--- src/shared/sarrd_pkg.sv ---
// shared constants, pin bundles and serial timing decode for the converter readout
package sarrd_pkg;

  // ---------------------------------------------------------------
  // widths and clock
  // ---------------------------------------------------------------
  localparam int RES_W      = 16;
  localparam int FIFO_DEPTH = 16;
  localparam int CNT_W      = 8;
  localparam int CLK_NS     = 25;

  // ---------------------------------------------------------------
  // conversion sequencing
  // ---------------------------------------------------------------
  localparam int T_CONV_NS       = 1250;
  localparam int T_SYNC_RDC_NS   = 500;
  localparam int T_EOC_BUSY_NS   = 10;
  localparam int T_DATA_BUSY_NS  = 20;
  localparam int CONV_MARGIN_CYC = 6;
  localparam int CONV_CYC        = T_CONV_NS / CLK_NS;
  localparam int EOC_BUSY_CYC    = (T_EOC_BUSY_NS + CLK_NS - 1) / CLK_NS;
  localparam int DATA_BUSY_CYC   = (T_DATA_BUSY_NS + CLK_NS - 1) / CLK_NS;
  // margin keeps read-after-convert with the fastest divider inside its busy limit
  localparam logic [CNT_W-1:0] DONE_CYC      = CNT_W'(CONV_CYC - CONV_MARGIN_CYC);
  localparam logic [CNT_W-1:0] RAC_FRAME_CYC = CNT_W'(CONV_CYC - CONV_MARGIN_CYC + 1);
  localparam logic [CNT_W-1:0] BUSY_FALL_CYC = CNT_W'(CONV_CYC - CONV_MARGIN_CYC + EOC_BUSY_CYC + DATA_BUSY_CYC);
  localparam logic [CNT_W-1:0] SYNC_RDC_CYC  = CNT_W'(T_SYNC_RDC_NS / CLK_NS);

  // ---------------------------------------------------------------
  // serial clock timing per divider setting
  // ---------------------------------------------------------------
  localparam int T_LEAD_FAST_NS = 4;
  localparam int T_LEAD_SLOW_NS = 20;
  localparam int T_PER0_NS      = 25;
  localparam int T_PER1_NS      = 50;
  localparam int T_PER2_NS      = 100;
  localparam int T_PER3_NS      = 200;
  localparam int T_GAP0_NS      = 3;
  localparam int T_GAP1_NS      = 60;
  localparam int T_GAP2_NS      = 140;
  localparam int T_GAP3_NS      = 300;
  localparam logic [CNT_W-1:0] LEAD_FAST_CYC = CNT_W'((T_LEAD_FAST_NS + CLK_NS - 1) / CLK_NS);
  localparam logic [CNT_W-1:0] LEAD_SLOW_CYC = CNT_W'((T_LEAD_SLOW_NS + CLK_NS - 1) / CLK_NS);
  localparam logic [CNT_W-1:0] HALF0_CYC     = CNT_W'((T_PER0_NS + 2 * CLK_NS - 1) / (2 * CLK_NS));
  localparam logic [CNT_W-1:0] HALF1_CYC     = CNT_W'((T_PER1_NS + 2 * CLK_NS - 1) / (2 * CLK_NS));
  localparam logic [CNT_W-1:0] HALF2_CYC     = CNT_W'((T_PER2_NS + 2 * CLK_NS - 1) / (2 * CLK_NS));
  localparam logic [CNT_W-1:0] HALF3_CYC     = CNT_W'((T_PER3_NS + 2 * CLK_NS - 1) / (2 * CLK_NS));
  localparam logic [CNT_W-1:0] GAP0_CYC      = CNT_W'((T_GAP0_NS + CLK_NS - 1) / CLK_NS);
  localparam logic [CNT_W-1:0] GAP1_CYC      = CNT_W'((T_GAP1_NS + CLK_NS - 1) / CLK_NS);
  localparam logic [CNT_W-1:0] GAP2_CYC      = CNT_W'((T_GAP2_NS + CLK_NS - 1) / CLK_NS);
  localparam logic [CNT_W-1:0] GAP3_CYC      = CNT_W'((T_GAP3_NS + CLK_NS - 1) / CLK_NS);
  localparam logic [RES_W-1:0] RESULT_RST    = 16'h0000;

  // ---------------------------------------------------------------
  // carriers
  // ---------------------------------------------------------------
  typedef struct packed {
    logic       conv_start_n;
    logic       cs_n;
    logic       ext_sclk;
    logic       serial_chain_in;
    logic       link_select;
    logic       code_format_sel;
    logic       slave_sel;
    logic       read_after;
    logic [1:0] serial_clock_divider;
  } sarrd_pins_t;

  typedef struct packed {
    logic o;
    logic oe;
  } sarrd_tri_t;

  localparam sarrd_pins_t PINS_RST = '{conv_start_n: 1'b1, cs_n: 1'b1, default: '0};

  function automatic logic [CNT_W-1:0] half_cyc(input logic [1:0] d);
    case (d)
      2'b00:   half_cyc = HALF0_CYC;
      2'b01:   half_cyc = HALF1_CYC;
      2'b10:   half_cyc = HALF2_CYC;
      default: half_cyc = HALF3_CYC;
    endcase
  endfunction

  function automatic logic [CNT_W-1:0] gap_cyc(input logic [1:0] d);
    case (d)
      2'b00:   gap_cyc = GAP0_CYC;
      2'b01:   gap_cyc = GAP1_CYC;
      2'b10:   gap_cyc = GAP2_CYC;
      default: gap_cyc = GAP3_CYC;
    endcase
  endfunction

  function automatic logic [CNT_W-1:0] lead_cyc(input logic [1:0] d);
    lead_cyc = (d == 2'b00) ? LEAD_FAST_CYC : LEAD_SLOW_CYC;
  endfunction

endpackage
--- src/core/sarrd_fifo.sv ---
// result FIFO between conversion and readout, first word fall-through
`timescale 1ns/1ps
`default_nettype none
module sarrd_fifo #(
  parameter int W     = 16,
  parameter int DEPTH = 16
) (
  input  wire logic         clk,
  input  wire logic         rst_n,
  input  wire logic         in_valid,
  output logic              in_ready,
  input  wire logic [W-1:0] in_data,
  output logic              out_valid,
  input  wire logic         out_ready,
  output logic [W-1:0]      out_data
);
  // depth must be a power of two: pointers wrap by carrying into the extra bit
  localparam int AW = $clog2(DEPTH);

  logic [W-1:0] mem [DEPTH];
  logic [AW:0]  wr_q;
  logic [AW:0]  rd_q;
  logic         full;
  logic         push;
  logic         pop;

  assign full      = (wr_q[AW] != rd_q[AW]) && (wr_q[AW-1:0] == rd_q[AW-1:0]);
  assign in_ready  = ~full;
  assign out_valid = (wr_q != rd_q);
  assign out_data  = mem[rd_q[AW-1:0]];
  assign push      = in_valid & ~full;
  assign pop       = out_ready & out_valid;

  always_ff @(posedge clk) begin
    if (push) begin
      mem[wr_q[AW-1:0]] <= in_data;
    end
  end

  always_ff @(posedge clk or negedge rst_n) begin
    if (!rst_n) begin
      wr_q <= '0;
    end else if (push) begin
      wr_q <= wr_q + (AW+1)'(1);
    end
  end

  always_ff @(posedge clk or negedge rst_n) begin
    if (!rst_n) begin
      rd_q <= '0;
    end else if (pop) begin
      rd_q <= rd_q + (AW+1)'(1);
    end
  end
endmodule
`default_nettype wire

--- src/core/sarrd_top.sv ---
// conversion sequencing and parallel/serial result readout for a 16-bit converter
`timescale 1ns/1ps
`default_nettype none
module sarrd_top
  import sarrd_pkg::*;
#(
  parameter int FIFO_WORDS = sarrd_pkg::FIFO_DEPTH
) (
  input  wire logic                         CORE_CLK,
  input  wire logic                         RESET_N,
  input  wire sarrd_pkg::sarrd_pins_t       PINS,
  input  wire logic [sarrd_pkg::RES_W-1:0]  ADC_RESULT,
  output logic                              BUSY,
  output logic [sarrd_pkg::RES_W-1:0]       DATA,
  output sarrd_pkg::sarrd_tri_t             SYNC,
  output sarrd_pkg::sarrd_tri_t             SCLK,
  output sarrd_pkg::sarrd_tri_t             SERIAL_OUT_LINE
);
  import sarrd_pkg::*;

  typedef enum logic [1:0] {
    CV_IDLE,
    CV_CONV,
    CV_HOLD
  } sarrd_cv_t;

  typedef enum logic [1:0] {
    SR_IDLE,
    SR_LEAD,
    SR_SHIFT,
    SR_TAIL
  } sarrd_sr_t;

  // ---------------------------------------------------------------
  // pin synchronisers
  // ---------------------------------------------------------------
  sarrd_pins_t pins_s1_q;
  sarrd_pins_t pins_s2_q;
  sarrd_pins_t pins_s3_q;

  always_ff @(posedge CORE_CLK or negedge RESET_N) begin
    if (!RESET_N) begin
      pins_s1_q <= PINS_RST;
      pins_s2_q <= PINS_RST;
      pins_s3_q <= PINS_RST;
    end else begin
      pins_s1_q <= PINS;
      pins_s2_q <= pins_s1_q;
      pins_s3_q <= pins_s2_q;
    end
  end

  logic start_fall;
  logic ext_fall;
  logic serial_mode;
  logic master_mode;
  logic cs_active;

  assign start_fall  = pins_s3_q.conv_start_n & ~pins_s2_q.conv_start_n;
  assign ext_fall    = pins_s3_q.ext_sclk & ~pins_s2_q.ext_sclk;
  assign serial_mode = pins_s2_q.link_select;
  assign master_mode = ~pins_s2_q.slave_sel;
  assign cs_active   = ~pins_s2_q.cs_n;

  // ---------------------------------------------------------------
  // result FIFO
  // ---------------------------------------------------------------
  sarrd_cv_t         cv_q;
  sarrd_sr_t         sr_q;
  logic [CNT_W-1:0]  cnt_q;
  logic              rac_q;
  logic              busy_q;
  logic              f_in_valid;
  logic              f_in_ready;
  logic [RES_W-1:0]  f_in_data;
  logic              f_out_valid;
  logic              f_out_ready;
  logic [RES_W-1:0]  f_out_data;
  logic              frame_start;
  logic              rdc_hit;
  logic              rac_hit;

  assign f_in_valid = (cv_q == CV_CONV) && (cnt_q == DONE_CYC);
  // straight binary when high, MSB inverted for two's complement when low
  assign f_in_data  = {ADC_RESULT[RES_W-1] ^ ~pins_s2_q.code_format_sel, ADC_RESULT[RES_W-2:0]};

  assign rdc_hit     = (cv_q == CV_CONV) && !rac_q && (cnt_q == SYNC_RDC_CYC);
  assign rac_hit     = (cv_q == CV_CONV) && rac_q && (cnt_q == RAC_FRAME_CYC);
  assign frame_start = (sr_q == SR_IDLE) && serial_mode &&
                       (master_mode ? (rdc_hit | rac_hit) : f_out_valid);
  // the serial side pops only when a frame begins, so an unread slave port backs up the FIFO
  assign f_out_ready = serial_mode ? frame_start : 1'b1;

  sarrd_fifo #(
    .W     (RES_W),
    .DEPTH (FIFO_WORDS)
  ) u_fifo (
    .clk       (CORE_CLK),
    .rst_n     (RESET_N),
    .in_valid  (f_in_valid),
    .in_ready  (f_in_ready),
    .in_data   (f_in_data),
    .out_valid (f_out_valid),
    .out_ready (f_out_ready),
    .out_data  (f_out_data)
  );

  // ---------------------------------------------------------------
  // conversion sequencer
  // ---------------------------------------------------------------
  always_ff @(posedge CORE_CLK or negedge RESET_N) begin
    if (!RESET_N) begin
      cv_q   <= CV_IDLE;
      cnt_q  <= '0;
      rac_q  <= 1'b0;
      busy_q <= 1'b0;
    end else begin
      case (cv_q)
        CV_IDLE: begin
          // starts are refused while converting or while the FIFO is full
          if (start_fall && f_in_ready) begin
            busy_q <= 1'b1;
            cnt_q  <= '0;
            rac_q  <= serial_mode & master_mode & pins_s2_q.read_after;
            cv_q   <= CV_CONV;
          end
        end
        CV_CONV: begin
          cnt_q <= cnt_q + CNT_W'(1);
          if (cnt_q == BUSY_FALL_CYC) begin
            if (rac_q) begin
              cv_q <= CV_HOLD;
            end else begin
              busy_q <= 1'b0;
              cv_q   <= CV_IDLE;
            end
          end
        end
        CV_HOLD: begin
          // one cycle after the frame marker drops
          if (sr_q == SR_IDLE) begin
            busy_q <= 1'b0;
            cv_q   <= CV_IDLE;
          end
        end
        default: begin
          cv_q <= CV_IDLE;
        end
      endcase
    end
  end

  // ---------------------------------------------------------------
  // parallel port
  // ---------------------------------------------------------------
  logic [RES_W-1:0] data_q;

  always_ff @(posedge CORE_CLK or negedge RESET_N) begin
    if (!RESET_N) begin
      data_q <= RESULT_RST;
    end else if (!serial_mode && f_out_valid) begin
      data_q <= f_out_data;
    end
  end

  // ---------------------------------------------------------------
  // serial engine
  // ---------------------------------------------------------------
  logic [RES_W-1:0]  shift_q;
  logic [4:0]        bit_q;
  logic [CNT_W-1:0]  tick_q;
  logic [1:0]        div_q;
  logic              sclk_q;
  logic              sync_q;
  logic              serial_out_line_q;
  logic              sr_master_q;

  always_ff @(posedge CORE_CLK or negedge RESET_N) begin
    if (!RESET_N) begin
      sr_q        <= SR_IDLE;
      shift_q     <= RESULT_RST;
      bit_q       <= '0;
      tick_q      <= '0;
      div_q       <= '0;
      sclk_q      <= 1'b0;
      sync_q      <= 1'b0;
      serial_out_line_q     <= 1'b0;
      sr_master_q <= 1'b0;
    end else begin
      case (sr_q)
        SR_IDLE: begin
          if (frame_start) begin
            // empty FIFO on the first read-during-convert frame sends zeros
            shift_q     <= f_out_valid ? f_out_data : RESULT_RST;
            serial_out_line_q     <= f_out_valid ? f_out_data[RES_W-1] : 1'b0;
            bit_q       <= '0;
            div_q       <= pins_s2_q.serial_clock_divider;
            sr_master_q <= master_mode;
            if (master_mode) begin
              sync_q <= 1'b1;
              tick_q <= lead_cyc(pins_s2_q.serial_clock_divider) - CNT_W'(1);
              sr_q   <= SR_LEAD;
            end else begin
              sr_q <= SR_SHIFT;
            end
          end
        end
        SR_LEAD: begin
          if (tick_q == '0) begin
            sclk_q <= 1'b1;
            tick_q <= half_cyc(div_q) - CNT_W'(1);
            sr_q   <= SR_SHIFT;
          end else begin
            tick_q <= tick_q - CNT_W'(1);
          end
        end
        SR_SHIFT: begin
          if (sr_master_q) begin
            if (tick_q != '0) begin
              tick_q <= tick_q - CNT_W'(1);
            end else begin
              tick_q <= half_cyc(div_q) - CNT_W'(1);
              sclk_q <= ~sclk_q;
              if (sclk_q) begin
                // falling edge: next bit out, daisy-chain bit in
                shift_q <= {shift_q[RES_W-2:0], pins_s2_q.serial_chain_in};
                serial_out_line_q <= shift_q[RES_W-2];
                bit_q   <= bit_q + 5'h01;
                if (bit_q == 5'(RES_W - 1)) begin
                  tick_q <= gap_cyc(div_q) - CNT_W'(1);
                  sr_q   <= SR_TAIL;
                end
              end
            end
          end else if (ext_fall) begin
            shift_q <= {shift_q[RES_W-2:0], pins_s2_q.serial_chain_in};
            serial_out_line_q <= shift_q[RES_W-2];
            bit_q   <= bit_q + 5'h01;
            if (bit_q == 5'(RES_W - 1)) begin
              sr_q <= SR_IDLE;
            end
          end
        end
        SR_TAIL: begin
          if (tick_q == '0) begin
            sync_q <= 1'b0;
            sr_q   <= SR_IDLE;
          end else begin
            tick_q <= tick_q - CNT_W'(1);
          end
        end
        default: begin
          sr_q <= SR_IDLE;
        end
      endcase
    end
  end

  // ---------------------------------------------------------------
  // output drivers
  // ---------------------------------------------------------------
  // enables follow the synchronised chip select, so they lag the pin by the synchroniser depth
  logic sync_oe_q;
  logic sclk_oe_q;
  logic serial_out_line_oe_q;

  always_ff @(posedge CORE_CLK or negedge RESET_N) begin
    if (!RESET_N) begin
      sync_oe_q  <= 1'b0;
      sclk_oe_q  <= 1'b0;
      serial_out_line_oe_q <= 1'b0;
    end else begin
      sync_oe_q  <= serial_mode & master_mode & cs_active;
      sclk_oe_q  <= serial_mode & master_mode & cs_active;
      serial_out_line_oe_q <= serial_mode & cs_active;
    end
  end

  assign BUSY  = busy_q;
  assign DATA  = data_q;
  assign SYNC  = '{o: sync_q, oe: sync_oe_q};
  assign SCLK  = '{o: sclk_q, oe: sclk_oe_q};
  assign SERIAL_OUT_LINE = '{o: serial_out_line_q, oe: serial_out_line_oe_q};
endmodule
`default_nettype wire

--- config.mk ---
export PLATFORM = sky130hd
export DESIGN_NAME = sarrd_top
export DESIGN_NICKNAME = d
export VERILOG_FILES = /design/src/shared/sarrd_pkg.sv /design/src/core/sarrd_fifo.sv /design/src/core/sarrd_top.sv
export SDC_FILE = /design/constraint.sdc
export NUM_CORES = 1
export LEC_CHECK = 0
export BUFFER_PORTS_ARGS = -buffer_cell sky130_fd_sc_hd__buf_4
export CORE_ASPECT_RATIO = 1.1
export CORE_MARGIN = 2
export CORE_UTILIZATION = 52
export DETAILED_ROUTE_END_ITERATION = 12
export PLACE_DENSITY = 0.72
export SLEW_MARGIN = 10
export SYNTH_ARGS = -nofsm -noshare
export SYNTH_HDL_FRONTEND = slang
export SYNTH_SLANG_ARGS = --single-unit
--- constraint.sdc ---
create_clock -name CORE_CLK -period 3.7 [get_ports CORE_CLK]
set_clock_uncertainty 0.15 [all_clocks]
set_input_delay 0.185 -clock CORE_CLK [delete_from_list [all_inputs] [get_ports CORE_CLK]]
set_output_delay 0.185 -clock CORE_CLK [all_outputs]
set_load 0.02 [all_outputs]
Yosys cells after proc, flatten, opt, wreduce, memory -nomap -nowiden
Memory sizes are Yosys's and may differ from the RTL's.
Index checks and enable logic that the tools add are counted.
{"block": "word_totals", "register_bits": 98, "rom_bits": 0, "memories": 1, "ramBits": 256, "latch_bits": 0}
{"memory": "u_fifo.mem", "words": 16, "width": 16, "read_ports": 1, "rd_ports_with_merged_regs": 0, "wr": 1, "line": "sarrd_fifo.sv:20", "rtl": "logic [W-1:0] mem [DEPTH];"}
{"block": "classes", "n_mul": 0, "mux": 76, "n_div": 0, "n_lt_le_gt_ge": 0, "bitwise": 17, "n_reduce_logical": 33, "shifts": 0, "n_eq_ne": 31, "addsub": 8}
{"cell": "2-to-1 mux 8 bit", "n": 19}
{"cell": "2-to-1 mux 15 bit", "n": 6}
{"cell": "one-hot mux 8 bit (4 select lines)", "n": 1}
{"cell": "subtractor 8 x 1 -> 8 bit, second input constant", "n": 4}
{"cell": "one-hot mux 15 bit (2 select lines)", "n": 1}
{"cell": "2-to-1 mux 2 bit", "n": 14}
{"cell": "2-to-1 mux 5 bit", "n": 5}
{"cell": "== test 8 x 6 -> 1 bit, second input constant", "n": 3}
{"cell": "2-to-1 mux 1 bit", "n": 20}
{"cell": "inequality test 2 bit, second input constant", "n": 10}
{"cell": "one-hot mux 8 bit (2 select lines)", "n": 1}
{"cell": "adder 5 x 1 -> 5 bit, second input constant", "n": 3}
{"cell": "inequality test 3 bit, second input constant", "n": 5}
{"cell": "one-hot mux 4 bit (3 select lines)", "n": 1}
{"cell": "AND reduction 4 bit", "n": 3}
{"cell": "logical AND 1 bit", "n": 10}
{"cell": "one-hot mux 5 bit (2 select lines)", "n": 1}
{"cell": "AND reduction 5 bit", "n": 2}
{"cell": "adder 8 x 1 -> 8 bit, second input constant", "n": 1}
{"cell": "bitwise AND 1 bit", "n": 8}
{"cell": "== test 2 bit, second input constant", "n": 4}
{"cell": "== test 8 x 5 -> 1 bit, second input constant", "n": 1}
{"cell": "logical NOT 8 bit", "n": 1}
{"cell": "one-hot mux 2 bit (4 select lines)", "n": 1}
{"cell": "22 further kinds", "n": 40}

Logic depth before layout (Yosys ltp)
{"block": "depth", "word_depth": 13, "mapped_depth": 9}

Modules after synthesis
Synthesis repeated with hierarchy kept, for this count alone.
{"block": "unflattened", "cells_unflattened": 890, "area_unflattened_um2": 14772.9}
{"mod": "sarrd_fifo", "area_each_um2": 10336.2, "seq_area_each_um2": 7937.6, "n_inst": 1, "cells_each": 474}
{"mod": "sarrd_top", "area_each_um2": 4436.8, "seq_area_each_um2": 2208.4, "n_inst": 1, "cells_each": 416}

Least setup slack after synthesis
Ideal clock, no wire load.
{"block": "synth_path", "path_type": "register to register", "startpoint": "register cv_q[1]", "endpoint": "memory u_fifo.mem[7][0], enable pin", "setup_ps": 413, "n_path_buf": 2, "arrival_time_ps": 2690, "t_required_ps": 3137, "stages_incl_launch_ff": 9, "path_slack_ps": 448, "period_less_slack_ps": 3252, "cell_sequence": "dfrtp_1 -> inv_1 -> ha_1 -> clkbuf_1 -> and4_1 -> o21a_1 -> buf_2 -> nand2_1 -> nor3b_1"}
{"block": "synth_between", "elab_chain_cells": 5}
{"element": "start, declared", "line": "sarrd_top.sv:68", "rtl": "sarrd_cv_t cv_q;"}
{"element": "start signal, assigned", "line": "sarrd_top.sv:113", "rtl": "cv_q <= CV_IDLE;"}
{"element": "start signal, assigned", "line": "sarrd_top.sv:125", "rtl": "cv_q <= CV_CONV;"}
{"element": "start signal, assigned", "line": "sarrd_top.sv:132", "rtl": "cv_q <= CV_HOLD;"}
{"element": "== test 2 x 1 -> 1 bit", "line": "sarrd_top.sv:83", "rtl": "assign f_in_valid = (cv_q == CV_CONV) && (cnt_q == DONE_CYC);"}
{"element": "logical AND 1 bit", "line": "sarrd_top.sv:83"}
{"element": "bitwise AND 1 bit", "line": "sarrd_fifo.sv:31", "rtl": "assign push = in_valid & ~full;"}
{"element": "2-to-1 mux 1 bit", "line": "sarrd_fifo.sv:35", "rtl": "if (push) begin"}
{"element": "2-to-1 mux 1 bit (not written as such)", "line": "sarrd_fifo.sv:36", "rtl": "mem[wr_q[AW-1:0]] <= in_data;"}
{"element": "end, declared", "line": "sarrd_fifo.sv:20"}
Every way passes these cells.

Worst setup path after layout
{"block": "layout_path", "startpoint": "register cv_q[1]", "endpoint": "register shift_q[11]"}
{"block": "layout_between", "elab_chain_cells": 8, "word_cells_on_any_way": 10}
{"element": "== test 2 x 1 -> 1 bit *", "line": "sarrd_top.sv:87, sarrd_top.sv:88"}
{"element": "logical AND 1 bit (on tied branches) (2 in series)", "line": "sarrd_top.sv:87, sarrd_top.sv:88"}
{"element": "bitwise OR 1 bit *", "line": "sarrd_top.sv:90", "rtl": "(master_mode ? (rdc_hit | rac_hit) : f_out_valid);"}
{"element": "2-to-1 mux 1 bit *", "line": "sarrd_top.sv:90"}
{"element": "logical AND 1 bit *", "line": "sarrd_top.sv:89", "rtl": "assign frame_start = (sr_q == SR_IDLE) && serial_mode &&"}
{"element": "inequality test 2 bit (no source line) *"}
{"element": "AND reduction 5 bit (no source line) *"}
{"element": "end signal, assigned", "line": "sarrd_top.sv:194", "rtl": "shift_q <= f_out_valid ? f_out_data : RESULT_RST;"}
{"element": "end signal, assigned", "line": "sarrd_top.sv:226", "rtl": "shift_q <= {shift_q[RES_W-2:0], pins_s2_q.serial_chain_in};"}
{"element": "end signal, assigned", "line": "sarrd_top.sv:236", "rtl": "shift_q <= {shift_q[RES_W-2:0], pins_s2_q.serial_chain_in};"}
{"element": "end, declared", "line": "sarrd_top.sv:169", "rtl": "logic [RES_W-1:0] shift_q;"}
Every way passes the cells marked *; elsewhere a longest branch is shown, timed or not.
A chain may end at the register's enable or synchronous reset.

==> metrics.csv <==
metric,value,unit
cts_tree,yes,
arrival,3.37,ns
power.density,549.2,nW/µm²
cts_sinks,354,
p_sw,2337,µW
post_cts_buffers,0,
drt_wl_total,30.16,mm
fp.coreArea,27950,µm²
portBuffers,50,
drc,0,
drive_gt1_share,24.62,%
cp-end-kind,flop,
timing.fmax,320.6,MHz
wl_per_cell,22.28,µm
dr.pass1.iters,5,
crit_type,reg2reg,
wl_met2,15.20,mm
yosys_warnings,0,
nets,1013,
syn_avg_cell_area,17.12,µm²
grt_first_pass_wirelength,46.78,mm
ys_seq_elements,354,
drt-met1-wl,12.44,mm
clk_latency,0.53,ns
drt_iter0_markers,639,
grt_pass1_vias,8216,
pwr-share-seq,49.2,%
die_h,181.0,µm
dp_hpwl,18.57,mm
yosys.area.top_type,edfxtp_1,
grt_antenna_before_repair,0,
synth_area,14810,µm²
die_w,164.9,µm
place_congestion,0.8256,
setup_tns,0,ns
top_layer_used,met4,
slew-limit-headroom,20.99,%
placed_cells,1259,
worstPathRequired,3.95,ns
hold_viol,0,
syn_to_final_growth,15.49,%
max_cap_violations,0,
synth_commonest_cells,"256 x edfxtp_1, 93 x dfrtp_1, 60 x mux4_2",
worstMarginPinSlew,1.185,ns
clk_path_buf_depth,3,
cts-root-buf,clkbuf_16,
cts_buffers,38,
fin_util,61.18,%
status,"complete, no violations",
yosysMostFrequentCell,edfxtp_1,
syn_inst,865,
overflow,0,
synth-seq-area-share,68.53,%
slew_viol_final,0,
p_comb_share,12.0,%
synth_cell_types,70,
start_kind,flop,
clk_pin_slew,0.06,ns
total_power,9390,µW
die-area,29840,µm²
synth-edff-count,256,
yosys_most_used_dff,edfxtp_1,
diodes,0,
rsz0062_at_grt,false,
avgViaCountPerCell,5.855,
synth.top_cell.area_share,51.92,%
ir_drop,0.4133,mV
pin_count,51,
timing.final.crit_share,84.30,%
switching_share,24.89,%
hold_class,in2reg,
dr_total_vias,7928,
ys_top_cells_by_area,"edfxtp_1 52%, dfrtp_1 16%, mux4_2 9.1%",
p_leak,0.006247,µW
period_needed,3.119,ns
async_flop_share,27.68,%
grt_max_degree,68,
synth_nets,916,
antenna_left,0,
path_max_fanout,20,
instances_no_fill,1354,
route.met3.wl,1.779,mm
clkPwrFrac,38.8,%
htreeDepth,2,
num_rows,64,
finalSetupViolCount,0,
start_util,52.98,%
p_int,7053,µW
grt_use_total,20.84,%
==> placed cells by master (no fill, tap or decap), types with 5 or more instances in the layout <==
cell type and n:
edfxtp_1 256, dfrtp_1 91, buf_4 81, mux4_2 60, a22o_1 42, clkbuf_16 38
inv_1 33, nand2_1 32, nor2_1 26, dlygate4sd3_1 26, o21ai_1 23, ha_1 23
mux2i_1 18, a21oi_1 16, and3_1 15, xor2_1 11, nor2_2 10, mux2_4 10
xnor2_1 10, clkbuf_1 9, o21ai_0 8, clkinv_1 8, mux2_2 7, and4_1 7
mux2_1 6, a2111oi_0 6, nand3_1 6, nor2b_1 6, o211ai_1 5, dfstp_2 5
==> worst max-delay path, cell delays in order (launching register included) <==
cell	delay, ns
dfrtp_1	0.41
inv_1	0.09
ha_1	0.34
and2_1	0.21
and4_1	0.27
nor3_2	0.08
o31ai_4	1.01
mux2_2	0.43
==> power groups by stage <==
stage	clock network [µW]	registers, µW	logic [µW]
3_3_place_gp	0	4690	1070
3_5_place_dp	0	4690	1100
2_1_floorplan	0	4620	860
6_report	3650	4620	1120
4_1_cts	3730	4620	1120
5_1_grt	3880	4640	1250
==> stage by stage <==
step	hold WS, ns	setup slack, ns	area, µm²
global placement	0.1159	0.6137	15610
global route	0.05527	0.3313	17100
floorplan	-0.2606	0.4477	14810
detailed placement	0.1251	0.5515	15610
CTS	0.1039	0.5505	17090
finish	0.02175	0.5808	17100
==> timing repair <==
action                    in CTS  in global routing
hold endpoints to repair     299                  0
resized for setup              0                  0
hold buffers                  26                  0
==> metal layers <==
layer / vias up / GRT usage [%]
met5: - / 0
met1: 4046 / 28.12
met3: 52 / 3.650
met4: 0 / 5.739
met2: 262 / 35.15
li1: 3568 / -
==> final cells by class <==
cell class	instances	area (µm²)
Fill cell	2020	10850
Sequential cell	354	10150
Multi-Input combinational cell	424	4230
Clock buffer	51	1040
Timing Repair Buffer	109	908.4
Tap cell	363	454.2
Clock inverter	18	183.9
Inverter	35	131.4
==> flip-flops by register name, indices dropped and copies added (netlist names), 2 cells and up <==
register	cells
shift_q	15
u_fifo.rd_q	5
div_q	2
tick_q	8
bit_q	5
sr_q	2
cnt_q	8
pins_s1_q	10
cv_q	2
u_fifo.wr_q	5
u_fifo.mem	256
pins_s3_q	2
pins_s2_q	9
DATA	16
==> path summary, 6_finish.rpt <==
path	end	from	slack [ns]	depth (start not counted)
worst max-delay path	shift_q[11]$_DFFE_PN0P_	cv_q[1]$_DFFE_PN0P_	0.58	7
worst min-delay path	u_fifo.mem[9][15]$_DFFE_PP_	ADC_RESULT[15]	0.02	2
worst max register to register	shift_q[11]$_DFFE_PN0P_	cv_q[1]$_DFFE_PN0P_	0.58	7
worst min register to register	pins_s2_q[0]$_DFF_PN0_	pins_s1_q[0]$_DFF_PN0_	0.20	0
max in group asynchronous	pins_s1_q[0]$_DFF_PN0_	RESET_N	2.50	3
min in group asynchronous	cnt_q[3]$_DFFE_PN0P_	RESET_N	0.09	2
==> cell families (layout without fill, tap and decap cells) <==
kind of cell             Yosys count  in the layout  synth area share, %
XOR/XNOR                          22             22                1.301
AND/OR/NAND/NOR                  140            140                5.400
flip-flops                       354            354                68.53
multiplexers                     105            105                13.06
adder cells (fa/ha/maj)           23             23                1.944
AO/OA/AOI/OAI                    134            134                6.685
buffers and inverters             87            213                3.085
(Power assumes the default switching activity.)
